`src/cfg_mirror_pkg.sv`:
```
/*
  Constants, field layouts and helper functions for the configuration space mirror.
  Assumes one application clock; the core's configuration store drives this block from that same clock.
*/
// Operation
// - Root Port only: 44-bit prefetchable limit upper bits output, zero otherwise.
// - 32-bit power management output: control in [31:16], status in [15:0].
// - Two 16-bit outputs mirror MSI and MSI-X message control.
// - Map entry for traffic class 0, bits [2:0], is always zero.
// - Entries for classes 1 to 7 fill ascending 3-bit groups, 5:3 to 23:21.
// - 16-bit output carries the programmed MSI message data.
// - 13-bit output carries bus/device number, captured or programmed.
// - MSI control bit 8, per-vector masking capable, always reads zero.
// - MSI control bit 7 reports 64-bit message address capability.
// - Multiple message enable [6:4] codes 0 to 5 allocate 1 to 32 vectors.
// - MSI control bit 0 enables MSI; no MSI issues while it is zero.
// - Multiple message capable [3:1] shows requested vectors, same encoding.
// - 64-bit MSI address is output as lower and upper 32-bit halves.
`default_nettype none
package cfg_mirror_pkg;
  localparam logic [11:0] MSI_CTRL_OFFSET = 12'h050;
  localparam logic [11:0] MSIX_CTRL_OFFSET = 12'h068;
  localparam logic [11:0] PMCSR_OFFSET = 12'h07c;
  localparam int CFG_ADDR_W = 12;
  localparam int CFG_DATA_W = 32;
  localparam int CFG_BE_W = 4;
  // The message control word sits in the upper half of its capability dword.
  localparam int CTRL_HALF_LSB = 16;
  localparam int CTRL_LO_LANE = 2;
  localparam int CTRL_HI_LANE = 3;
  localparam int CTRL_W = 16;
  localparam int MSI_EN_BIT = 0;
  localparam int MMC_LSB = 1;
  localparam int MME_LSB = 4;
  localparam int MME_W = 3;
  localparam int ADDR64_BIT = 7;
  localparam int MASKCAP_BIT = 8;
  localparam int MSI_RSVD_LSB = 9;
  localparam int MSI_RSVD_W = 7;
  localparam int MSIX_EN_BIT = 15;
  localparam int MSIX_FMASK_BIT = 14;
  localparam int MSIX_TSIZE_W = 11;
  localparam int MSIX_RSVD_W = 3;
  localparam logic [MME_W-1:0] MME_LAST = 3'h5;
  localparam logic [MME_W-1:0] MME_RST = 3'h0;
  localparam int PR_LIM_W = 44;
  localparam int PMCSR_W = 32;
  localparam int PM_HALF_W = 16;
  localparam int TC_ENTRY_W = 3;
  localparam int TC_COUNT = 8;
  localparam int TCVC_W = 24;
  localparam int MSI_DATA_W = 16;
  localparam int ADDR_HALF_W = 32;
  localparam int BUSDEV_W = 13;
  localparam int VEC_CNT_W = 6;
  localparam int VEC_IDX_W = 5;
  localparam logic [VEC_CNT_W-1:0] VEC_ONE = 6'h01;

  // Number of vectors a multiple-message code stands for.
  function automatic logic [VEC_CNT_W-1:0] vecCount(input logic [MME_W-1:0] code);
    return VEC_ONE << code;
  endfunction : vecCount
endpackage : cfg_mirror_pkg
`default_nettype wire

```
`src/msi_issue_gate.sv`:
```
/*
  Gate for MSI issue requests from the application side.
  Assumes requests come from logic on ref_clk and the enable and allocation come from the mirror.
*/
`timescale 1ns/1ps
`default_nettype none
module msi_issue_gate
  import cfg_mirror_pkg::*;
(
  input wire logic ref_clk,
  input wire logic rst_n,
  input wire logic msiEnable,
  input wire logic [MME_W-1:0] msgEnableCode,
  input wire logic issueReq,
  input wire logic [VEC_IDX_W-1:0] issueVector,
  output var logic issueGrant_q,
  output var logic [VEC_IDX_W-1:0] grantVector_q,
  output var logic issueRefused_q
);
  logic [VEC_CNT_W-1:0] allocated;
  logic vectorInRange;
  logic grantNow;

  // A vector beyond the allocation is refused rather than aliased, so a missing interrupt shows.
  assign allocated = vecCount(msgEnableCode);
  assign vectorInRange = {1'b0, issueVector} < allocated;
  assign grantNow = issueReq && msiEnable && vectorInRange;

  always_ff @(posedge ref_clk or negedge rst_n) begin
    if (!rst_n) begin
      issueGrant_q <= 1'b0;
      grantVector_q <= '0;
      issueRefused_q <= 1'b0;
    end else begin
      issueGrant_q <= grantNow;
      grantVector_q <= grantNow ? issueVector : grantVector_q;
      issueRefused_q <= issueReq && !grantNow;
    end
  end
endmodule : msi_issue_gate
`default_nettype wire

```
`src/cfg_space_mirror.sv`:
```
/*
  Configuration space mirror: copies core configuration values onto application-side buses,
  owns the writable MSI and MSI-X message control bits and answers configuration reads of them.
  Assumes the configuration access port and core inputs run on ref_clk; no crossing is needed.
*/
`timescale 1ns/1ps
`default_nettype none
module cfg_space_mirror
  import cfg_mirror_pkg::*;
#(
  parameter logic [MME_W-1:0] MSG_CAPABLE_CODE = 3'h5,
  parameter logic ADDR64_CAPABLE = 1'b1
)(
  input wire logic ref_clk,
  input wire logic rst_n,
  input wire logic rootPortMode,
  input wire logic cfgWrEn,
  input wire logic [CFG_ADDR_W-1:0] cfgWrAddr,
  input wire logic [CFG_DATA_W-1:0] cfgWrData,
  input wire logic [CFG_BE_W-1:0] cfgWrBe,
  input wire logic cfgRdEn,
  input wire logic [CFG_ADDR_W-1:0] cfgRdAddr,
  input wire logic [PR_LIM_W-1:0] prefetchLimitIn,
  input wire logic [PM_HALF_W-1:0] pmControlIn,
  input wire logic [PM_HALF_W-1:0] pmStatusIn,
  input wire logic [MSIX_TSIZE_W-1:0] msixTableSize,
  input wire logic [TCVC_W-TC_ENTRY_W-1:0] tcMapUpperIn,
  input wire logic [MSI_DATA_W-1:0] msiDataIn,
  input wire logic [ADDR_HALF_W-1:0] msiAddrLoIn,
  input wire logic [ADDR_HALF_W-1:0] msiAddrHiIn,
  input wire logic [BUSDEV_W-1:0] capturedBusDev,
  input wire logic [BUSDEV_W-1:0] programmedBusDev,
  input wire logic programmedBusDevValid,
  input wire logic issueReq,
  input wire logic [VEC_IDX_W-1:0] issueVector,
  output var logic [PR_LIM_W-1:0] prefetch_limit_upper_q,
  output var logic [PMCSR_W-1:0] pmCtrlStatus_q,
  output var logic [CTRL_W-1:0] msiCtrl_q,
  output var logic [CTRL_W-1:0] msixCtrl_q,
  output var logic [TCVC_W-1:0] tcVcMap_q,
  output var logic [MSI_DATA_W-1:0] msiData_q,
  output var logic [ADDR_HALF_W-1:0] msiAddrLo_q,
  output var logic [ADDR_HALF_W-1:0] msiAddrHi_q,
  output var logic [BUSDEV_W-1:0] busDevNum_q,
  output var logic [VEC_CNT_W-1:0] msiVectorsAllocated_q,
  output var logic [CFG_DATA_W-1:0] cfgRdData_q,
  output var logic cfgRdValid_q,
  output var logic issueGrant_q,
  output var logic [VEC_IDX_W-1:0] grantVector_q,
  output var logic issueRefused_q
);
  logic msiEn_q;
  logic [MME_W-1:0] mme_q;
  logic msixEn_q;
  logic msixFmask_q;

  wire logic [CTRL_W-1:0] ctrlWrWord;
  wire logic wrMsiLo;
  wire logic wrMsixHi;
  wire logic [MME_W-1:0] mmeWr;
  wire logic mmeLegal;
  wire logic msiEn_d;
  wire logic [MME_W-1:0] mme_d;
  wire logic msixEn_d;
  wire logic msixFmask_d;
  wire logic [CTRL_W-1:0] msiCtrlWord;
  wire logic [CTRL_W-1:0] msixCtrlWord;
  wire logic [PR_LIM_W-1:0] prefetchLimit_d;
  wire logic [TCVC_W-1:0] tcVcMap_d;
  wire logic [BUSDEV_W-1:0] busDev_d;
  wire logic rdMsi;
  wire logic rdMsix;
  wire logic rdPm;
  wire logic [CFG_DATA_W-1:0] rdData_d;

  // Write decode. Only byte lanes that carry writable bits matter; other lanes are read-only here.
  assign ctrlWrWord = cfgWrData[CTRL_HALF_LSB +: CTRL_W];
  assign wrMsiLo = cfgWrEn && (cfgWrAddr == MSI_CTRL_OFFSET) && cfgWrBe[CTRL_LO_LANE];
  assign wrMsixHi = cfgWrEn && (cfgWrAddr == MSIX_CTRL_OFFSET) && cfgWrBe[CTRL_HI_LANE];
  assign mmeWr = ctrlWrWord[MME_LSB +: MME_W];
  // Reserved allocation codes are dropped so the vector count always stays defined.
  assign mmeLegal = mmeWr <= MME_LAST;
  assign msiEn_d = wrMsiLo ? ctrlWrWord[MSI_EN_BIT] : msiEn_q;
  assign mme_d = (wrMsiLo && mmeLegal) ? mmeWr : mme_q;
  assign msixEn_d = wrMsixHi ? ctrlWrWord[MSIX_EN_BIT] : msixEn_q;
  assign msixFmask_d = wrMsixHi ? ctrlWrWord[MSIX_FMASK_BIT] : msixFmask_q;

  // Control word images. MSI bits 15:9 and the mask capability bit are constant zero, so writes cannot reach them.
  assign msiCtrlWord = {{MSI_RSVD_W{1'b0}},
                        1'b0,
                        ADDR64_CAPABLE,
                        mme_q,
                        MSG_CAPABLE_CODE,
                        msiEn_q};
  assign msixCtrlWord = {msixEn_q, msixFmask_q, {MSIX_RSVD_W{1'b0}}, msixTableSize};

  // Mirror sources.
  assign prefetchLimit_d = rootPortMode ? prefetchLimitIn : '0;
  assign tcVcMap_d = {tcMapUpperIn, {TC_ENTRY_W{1'b0}}};
  assign busDev_d = programmedBusDevValid ? programmedBusDev : capturedBusDev;

  // Read decode; unmapped offsets read zero.
  assign rdMsi = cfgRdAddr == MSI_CTRL_OFFSET;
  assign rdMsix = cfgRdAddr == MSIX_CTRL_OFFSET;
  assign rdPm = cfgRdAddr == PMCSR_OFFSET;
  assign rdData_d = rdMsi ? {msiCtrlWord, {CTRL_HALF_LSB{1'b0}}} :
                    rdMsix ? {msixCtrlWord, {CTRL_HALF_LSB{1'b0}}} :
                    rdPm ? {pmControlIn, pmStatusIn} : '0;

  always_ff @(posedge ref_clk or negedge rst_n) begin
    if (!rst_n) begin
      msiEn_q <= 1'b0;
      mme_q <= MME_RST;
      msixEn_q <= 1'b0;
      msixFmask_q <= 1'b0;
    end else begin
      msiEn_q <= msiEn_d;
      mme_q <= mme_d;
      msixEn_q <= msixEn_d;
      msixFmask_q <= msixFmask_d;
    end
  end

  // Every mirror is one flop stage behind its source, so the application sees a change one cycle later.
  always_ff @(posedge ref_clk or negedge rst_n) begin
    if (!rst_n) begin
      prefetch_limit_upper_q <= '0;
      pmCtrlStatus_q <= '0;
      msiCtrl_q <= '0;
      msixCtrl_q <= '0;
      tcVcMap_q <= '0;
      msiData_q <= '0;
      msiAddrLo_q <= '0;
      msiAddrHi_q <= '0;
      busDevNum_q <= '0;
      msiVectorsAllocated_q <= VEC_ONE;
    end else begin
      prefetch_limit_upper_q <= prefetchLimit_d;
      pmCtrlStatus_q <= {pmControlIn, pmStatusIn};
      msiCtrl_q <= msiCtrlWord;
      msixCtrl_q <= msixCtrlWord;
      tcVcMap_q <= tcVcMap_d;
      msiData_q <= msiDataIn;
      msiAddrLo_q <= msiAddrLoIn;
      msiAddrHi_q <= msiAddrHiIn;
      busDevNum_q <= busDev_d;
      msiVectorsAllocated_q <= vecCount(mme_q);
    end
  end

  always_ff @(posedge ref_clk or negedge rst_n) begin
    if (!rst_n) begin
      cfgRdData_q <= '0;
      cfgRdValid_q <= 1'b0;
    end else begin
      cfgRdData_q <= cfgRdEn ? rdData_d : cfgRdData_q;
      cfgRdValid_q <= cfgRdEn;
    end
  end

  msi_issue_gate issueGate (
    .ref_clk(ref_clk),
    .rst_n(rst_n),
    .msiEnable(msiEn_q),
    .msgEnableCode(mme_q),
    .issueReq(issueReq),
    .issueVector(issueVector),
    .issueGrant_q(issueGrant_q),
    .grantVector_q(grantVector_q),
    .issueRefused_q(issueRefused_q)
  );
endmodule : cfg_space_mirror
`default_nettype wire

```
`config.mk`:
```
export PLATFORM = sky130hd
export DESIGN_NAME = cfg_space_mirror
export DESIGN_NICKNAME = d
export VERILOG_FILES = /design/src/cfg_mirror_pkg.sv /design/src/msi_issue_gate.sv /design/src/cfg_space_mirror.sv
export SDC_FILE = /design/constraint.sdc
export NUM_CORES = 1
export LEC_CHECK = 0
export ABC_CLOCK_PERIOD_IN_PS = 5100
export BUFFER_PORTS_ARGS = -buffer_cell sky130_fd_sc_hd__buf_2
export CAP_MARGIN = 20
export CORE_AREA = 2 2 216 218
export CTS_BUF_LIST = sky130_fd_sc_hd__clkbuf_16
export CTS_CLUSTER_SIZE = 14
export DETAILED_ROUTE_END_ITERATION = 16
export DIE_AREA = 0 0 218 220
export SLEW_MARGIN = 20
export SYNTH_ARGS = -nofsm -noshare
export SYNTH_HDL_FRONTEND = slang
export SYNTH_SLANG_ARGS = --single-unit
```
`constraint.sdc`:
```
create_clock -name ref_clk -period 5.1 [get_ports ref_clk]
set_input_delay 0.765 -clock ref_clk [delete_from_list [all_inputs] [get_ports ref_clk]]
set_output_delay 0.765 -clock ref_clk [all_outputs]
set_load 0.01 [all_outputs]
```
==> flow_summary.ini, run 1 <==
[synthesis]
ys_async_sr_fraction_pct = 100.0
synthesis.area_mm2 = 0.008223
synthAdderAreaFrac_pct = 0.6086
ys_warn_count = 0
synthCells = 520
avgSynthCellArea_um2 = 15.81
yosysTopAreaCell = dfrtp_1
yosys-top-cells-count = dfrtp_1, and2_1, inv_1
synth-simple-area-share_pct = 8.186
synthFlopType = dfrtp_1
synth_edf_count = 0
synthDistinctLibCells = 44
synth.area.top_cells = dfrtp_1, and2_1, mux2_2
ys_ff_latch = 260
muxShareOfSynthArea_pct = 3.150
seq_area_frac_synth_pct = 79.14
yosysMostFrequentCell = dfrtp_1
synth_compound_area_share_pct = 5.189
synth_top_cell_area_share_pct = 78.82
synth_top_family_by_area = simple AND/OR/NAND/NOR gates
synth_xor_area_share_pct = 0

[clock_tree]
insertion_delay_ns = 0.56
cts_hold_buf = 0
clockBufferDepth = 3
cts-root-buf = clkbuf_16
cts.htree.levels = 1
cts.sinks = 260
numCtsBuffers = 29
clk_pin_slew_ns = 0.06
cts_tree = yes
cts_resized = 0
post_cts_buffers = 0

[timing]
finClkSkew_ns = 0.01253
setup_viol = 0
fmaxAchievable_mhz = 426.4
final.setup.worst_slack_ns = 2.755
fin_setup_tns_ns = 0
relSlewSlack_pct = 30.50
finalHoldViolCount = 0
rsz0062_at_grt = false
fin_crit_ns = 2.345
final.period_utilization_pct = 45.98
drv_slew = 0
tightest_slew_ns = 1.037

[placement]
hpwl_um = 20320
place_ws_ns = 2.121
dp_cells = 1624
gp_congestion = 0.8204
portBuffers = 513

[global_routing]
grt_pass1_vias = 6020
grt_max_degree = 107
grt_pass1_wl_um = 36820
grt_util_all_layers_pct = 10.18
grt_overflow = 0
antenna_found_initial = 3

[die]
initial_core_util_pct = 17.93
core_mm2 = 0.04586
fp-row-count = 79
die_w_um = 218
pin_count = 557
die_area_mm2 = 0.04796
die_h_um = 220

[routing]
vias = 6004
antenna_left = 0
drt-pass1-iter-count = 4
viasPerCell = 3.582
route.detailed.drc = 0
first_iter_violations = 233
detail_route.wl_per_cell_um = 15.68
wirelength_um = 26270

[setup_path]
rr_endpoint = issueGate.grantVector_q[1]$_DFFE_PN0P_
crit_arrival_ns = 2.82
crit_fanout = 13
r2r_setup_slack_ns = 2.80
r2r_start = mme_q[2]$_DFFE_PN0P_
criticalPathCategory = in2reg
start_kind = primary input
cp-startpoint = cfgRdAddr[1]
required_ns = 5.57
rr_worst_depth = 6
cp-end-kind = flop

[cells_and_area]
drive_above_1_share_pct = 55.62
num-nets-final = 1338
fin_util_pct = 27.05
fin_cells = 1676
fillers = 4802
areaGrowthSynthToFinish_pct = 50.90

[outcome]
outcome = finished clean

[power]
powerDensity_mw_per_mm2 = 375.8
leakage_nw = 6.402
peakVddDrop_mv = 0.1979

[min_path]
hp-class = in2async

[flow_run]
cap_violations = 0
-- metrics by stage --
stage	cell area, um^2	power, W	hold slack (ns)
2_1_floorplan	8275	0.002330	0.3691
3_3_place_gp	11440	0.002584	0.3941
3_5_place_dp	11440	0.002593	0.4019
4_1_cts	12410	0.004754	0.2423
5_1_grt	12410	0.004885	0.2676
6_report	12410	0.004663	0.2095
-- where the power goes --
group,internal [W],switching (W)
logic,0.000160,0.000208
clock network,0.00128,0.000837
registers,0.00215,0.0000256
total,0.00359,0.00107
-- registers in the layout, indices dropped and copies added (netlist names), 5 cells and up --
| register | flops |
|---|---|
| cfgRdData_q | 32 |
| msiCtrl_q | 5 |
| issueGate.grantVector_q | 5 |
| busDevNum_q | 13 |
| prefetch_limit_upper_q | 44 |
| msiVectorsAllocated_q | 6 |
| pmCtrlStatus_q | 32 |
| msiAddrHi_q | 32 |
| msixCtrl_q | 13 |
| msiData_q | 16 |
| tcVcMap_q | 21 |
| msiAddrLo_q | 32 |
-- kinds of logic after synthesis --
family | count (synthesis)
flops | 260
simple gates | 111
compound gates | 62
buf+inv | 58
mux | 23
fa+ha+maj | 4
other cells | 2
-- worst max path at each step --
| stage | endpoint | slack (ns) |
|---|---|---|
| 6_report | cfgRdData_q[21]$_DFFE_PN0P_ | 2.76 |
| 5_1_grt | issueGate.grantVector_q[2]$_DFFE_PN0P_ | 2.56 |
| 4_1_cts | cfgRdData_q[21]$_DFFE_PN0P_ | 2.73 |
| 3_5_place_dp | cfgRdData_q[21]$_DFFE_PN0P_ | 2.12 |
| 3_3_place_gp | cfgRdData_q[21]$_DFFE_PN0P_ | 2.17 |
| 2_1_floorplan | cfgRdData_q[16]$_DFFE_PN0P_ | 2.90 |
-- metal layers --
layer / track usage, % / vias to the layer above / share of wire (%)
met5: 0 / - / 0.049
li1: - / 2749 / -
met2: 17.28 / 269 / 50
met1: 12.08 / 2938 / 38
met3: 2.899 / 46 / 9.3
met4: 4.150 / 2 / 2.9
-- area by class of cell --
class / instances / area, um^2 / area share [%]
multi-input cells: 216 / 1469 / 11.84
inverters: 25 / 93.84 / 0.7563
repair buffers: 516 / 2613 / 21.05
flip-flops and latches: 260 / 6507 / 52.45
diodes: 1 / 2.502 / 0.02017
clock buffers: 29 / 725.7 / 5.849
well taps: 607 / 759.5 / 6.121
clock inverters: 22 / 237.7 / 1.916
-- placed cells by master, fill, tap and decap left out, types with 3 or more instances in the layout --
master / Yosys / final
buf_2: 2 / 512
a22o_1: 6 / 6
o211ai_1: 11 / 11
nor2_1: 9 / 9
a21oi_1: 3 / 3
nand2_1: 13 / 13
clkbuf_16: 0 / 29
o21ai_0: 18 / 18
o22ai_1: 4 / 4
bufinv_16: 0 / 5
a22oi_1: 7 / 7
dfrtp_1: 259 / 259
ha_1: 4 / 4
inv_1: 25 / 30
nand4_1: 3 / 3
nand2b_1: 4 / 4
conb_1: 2 / 16
and2_1: 44 / 44
nand3_1: 21 / 21
mux2_2: 23 / 23
clkinv_1: 0 / 6
a21oi_2: 7 / 7
inv_6: 0 / 3
-- worst max-delay path, cell delays in order --
cell,delay (ns)
buf_2,0.10
or4b_4,0.56
nor3_2,0.86
a22oi_1,0.33
a21oi_2,0.20
No activity file was read; power rests on OpenSTA's default activity.
==> inputs of run 2 (changes only) <==
--- a/config.mk
+++ b/config.mk
@@ -5,14 +5,15 @@
 export SDC_FILE = /design/constraint.sdc
 export NUM_CORES = 1
 export LEC_CHECK = 0
-export ABC_CLOCK_PERIOD_IN_PS = 5100
+export ABC_AREA = 1
+export ABC_CLOCK_PERIOD_IN_PS = 2300
 export BUFFER_PORTS_ARGS = -buffer_cell sky130_fd_sc_hd__buf_2
 export CAP_MARGIN = 20
-export CORE_AREA = 2 2 216 218
+export CORE_AREA = 2 2 218 220
 export CTS_BUF_LIST = sky130_fd_sc_hd__clkbuf_16
 export CTS_CLUSTER_SIZE = 14
 export DETAILED_ROUTE_END_ITERATION = 16
-export DIE_AREA = 0 0 218 220
+export DIE_AREA = 0 0 220 222
 export SLEW_MARGIN = 20
 export SYNTH_ARGS = -nofsm -noshare
 export SYNTH_HDL_FRONTEND = slang
==> constraint.sdc (replaced) <==
create_clock -name ref_clk -period 2.3 [get_ports ref_clk]
set_input_delay 0.345 -clock ref_clk [delete_from_list [all_inputs] [get_ports ref_clk]]
set_output_delay 0.345 -clock ref_clk [all_outputs]
set_load 0.01 [all_outputs]
==> run 2 against run 1 <==
  * Routed wire length up 17%
  * Die area increased by 1.8%
  * Sequential power up 120%
  * Cell count grew 21%
  * Clock skew fell by 0.0045 ns
  * Largest cell class unchanged
==> flow_summary.ini, run 2 <==
[synthesis]
synthCells = 670
yosysTopAreaCell = dfrtp_1
synth_top_cell_area_share_pct = 76.48
synth-simple-area-share_pct = 13.04
synth_compound_area_share_pct = 1.417
seq_area_frac_synth_pct = 76.79
ys_warn_count = 0
yosysMostFrequentCell = dfrtp_1
synth_xor_area_share_pct = 0
synth.area.top_cells = dfrtp_1, nand2_1, nand3_1
ys_async_sr_fraction_pct = 100.0
muxShareOfSynthArea_pct = 1.727
synth_top_family_by_area = simple AND/OR/NAND/NOR gates
avgSynthCellArea_um2 = 12.65
ys_ff_latch = 260
synth_edf_count = 0
synthesis.area_mm2 = 0.008474
synthFlopType = dfrtp_1
synthDistinctLibCells = 27
yosys-top-cells-count = dfrtp_1, nand2_1, inv_1
synthAdderAreaFrac_pct = 0.5906

[clock_tree]
clk_pin_slew_ns = 0.06
clockBufferDepth = 3
numCtsBuffers = 27
cts-root-buf = clkbuf_16
insertion_delay_ns = 0.55
cts.sinks = 260
cts_tree = yes
cts.htree.levels = 1
cts_resized = 0

[power]
leakage_nw = 7.798
powerDensity_mw_per_mm2 = 709.1
peakVddDrop_mv = 0.4641

[timing]
finClkSkew_ns = 0.008058
final.setup.worst_slack_ns = 0.3617
rsz0062_at_grt = false
relSlewSlack_pct = 49.88
finalHoldViolCount = 0
tightest_slew_ns = 0.7518
drv_slew = 0
fmaxAchievable_mhz = 515.9
setup_viol = 0
fin_crit_ns = 1.938
fin_setup_tns_ns = 0
final.period_utilization_pct = 84.28

[placement]
gp_congestion = 0.8357
hpwl_um = 22160
portBuffers = 513
place_ws_ns = 0.3264

[cells_and_area]
largest-register = prefetch_limit_upper_q
final_cell_mix = buf_2, dfrtp_1, dlygate4sd3_1
areaGrowthSynthToFinish_pct = 72.57
fillers = 4618
fin_util_pct = 31.61
largest_reg_flops = 44
drive_above_1_share_pct = 42.19
final_common_cell = buf_2
n_antenna_cell = 0
num-nets-final = 1686

[routing]
antenna_left = 0
viasPerCell = 3.709
route.detailed.drc = 0
drt-pass1-iter-count = 4
first_iter_violations = 281
detail_route.wl_per_cell_um = 15.26
vias = 7500
wirelength_um = 30850

[global_routing]
grt_overflow = 0
antenna_found_initial = 0
grt_util_all_layers_pct = 11.96
grt_pass1_vias = 7975
grt_max_degree = 70
grt_pass1_wl_um = 44720

[setup_path]
crit_fanout = 7
cp-end-kind = flop
required_ns = 2.74
start_kind = flop
criticalPathCategory = reg2reg
crit_arrival_ns = 2.38

[outcome]
outcome = finished clean

[die]
die_area_mm2 = 0.04884
die_h_um = 222
die_w_um = 220
fp-row-count = 79
core_mm2 = 0.04626
pin_count = 557
initial_core_util_pct = 18.32

[min_path]
hp-class = in2reg

[flow_run]
cap_violations = 0
[run 2: cell types whose count changed after synthesis, moves of 11 or more]
cell	previous run	this run
inv_1	25	75
o21ai_1	1	14
nand2_1	13	144
and2_1	44	1
o211ai_1	11	0
nand3_1	21	66
[run 2: power by group]
part           internal, W  leakage (nW)  switching (W)
clock              0.00260         0.444        0.00184
combinational     0.000566          4.18       0.000546
sequential         0.00476          3.18      0.0000547
[run 2: worst paths after layout]
path	start	end	slack [ns]	depth (start not counted)
setup / recovery	mme_q[0]$_DFFE_PN0P_	issueGate.grantVector_q[3]$_DFFE_PN0P_	0.36	10
hold / removal	programmedBusDev[8]	busDevNum_q[8]$_DFF_PN0_	0.03	2
setup reg to reg	mme_q[0]$_DFFE_PN0P_	issueGate.grantVector_q[3]$_DFFE_PN0P_	0.36	10
hold reg to reg	msixEn_q$_DFFE_PN0P_	msixCtrl_q[15]$_DFF_PN0_	0.45	0
max in group asynchronous	rst_n	msiVectorsAllocated_q[0]$_DFF_PN1_	1.20	3
min in group asynchronous	rst_n	busDevNum_q[10]$_DFF_PN0_	0.37	2
[run 2: kinds of logic after synthesis]
kind of cell / count (synthesis)
simple gates: 251
other cells: 2
flops: 260
compound gates: 24
buf+inv: 116
mux: 13
fa+ha+maj: 4
[run 2: stage by stage]
step	power [W]	instance area, um^2	instances	hold slack, ns
2_1_floorplan	0.005148	8527	684	0.04941
3_3_place_gp	0.005726	11760	1778	0.3603
3_5_place_dp	0.005744	11760	1778	0.3664
4_1_cts	0.01051	14620	2022	0.0002853
5_1_grt	0.01079	14620	2022	0.004159
6_report	0.01037	14620	2022	0.02939
[run 2: repair_timing]
item,CTS,global route
hold buffers,196,0
endpoints found under the hold margin,254,0
setup buffers,0,0
[run 2: area by class of cell]
| cell class | instances | area [um^2] | area share (%) |
|---|---|---|---|
| clock inverters | 21 | 222.7 | 1.523 |
| well taps | 607 | 759.5 | 5.193 |
| clock buffers | 27 | 675.6 | 4.620 |
| repair buffers | 722 | 4687 | 32.05 |
| multi-input cells | 308 | 1483 | 10.14 |
| inverters | 77 | 289.0 | 1.976 |
| flip-flops and latches | 260 | 6507 | 44.50 |
[run 2: per-layer routing]
metal  wire length [um]  GRT usage (%)  part of all wire (%)  vias to the layer above
met1              11230          12.48                    36                     3626
met4               1134          5.001                   3.7                        0
met3               2196          2.359                   7.1                       53
met5                  0              0                     0                        -
li1                   -              -                     -                     3497
met2              16290          22.92                    53                      324
[run 2: critical path, stage by stage (launching register included)]
cell,delay [ns]
dfrtp_1,0.47
inv_1,0.13
nor3_1,0.21
inv_1,0.08
ha_1,0.30
a21oi_1,0.16
nor2_2,0.07
nor2_4,0.19
nand2_4,0.10
nand2_1,0.07
nand2_1,0.05
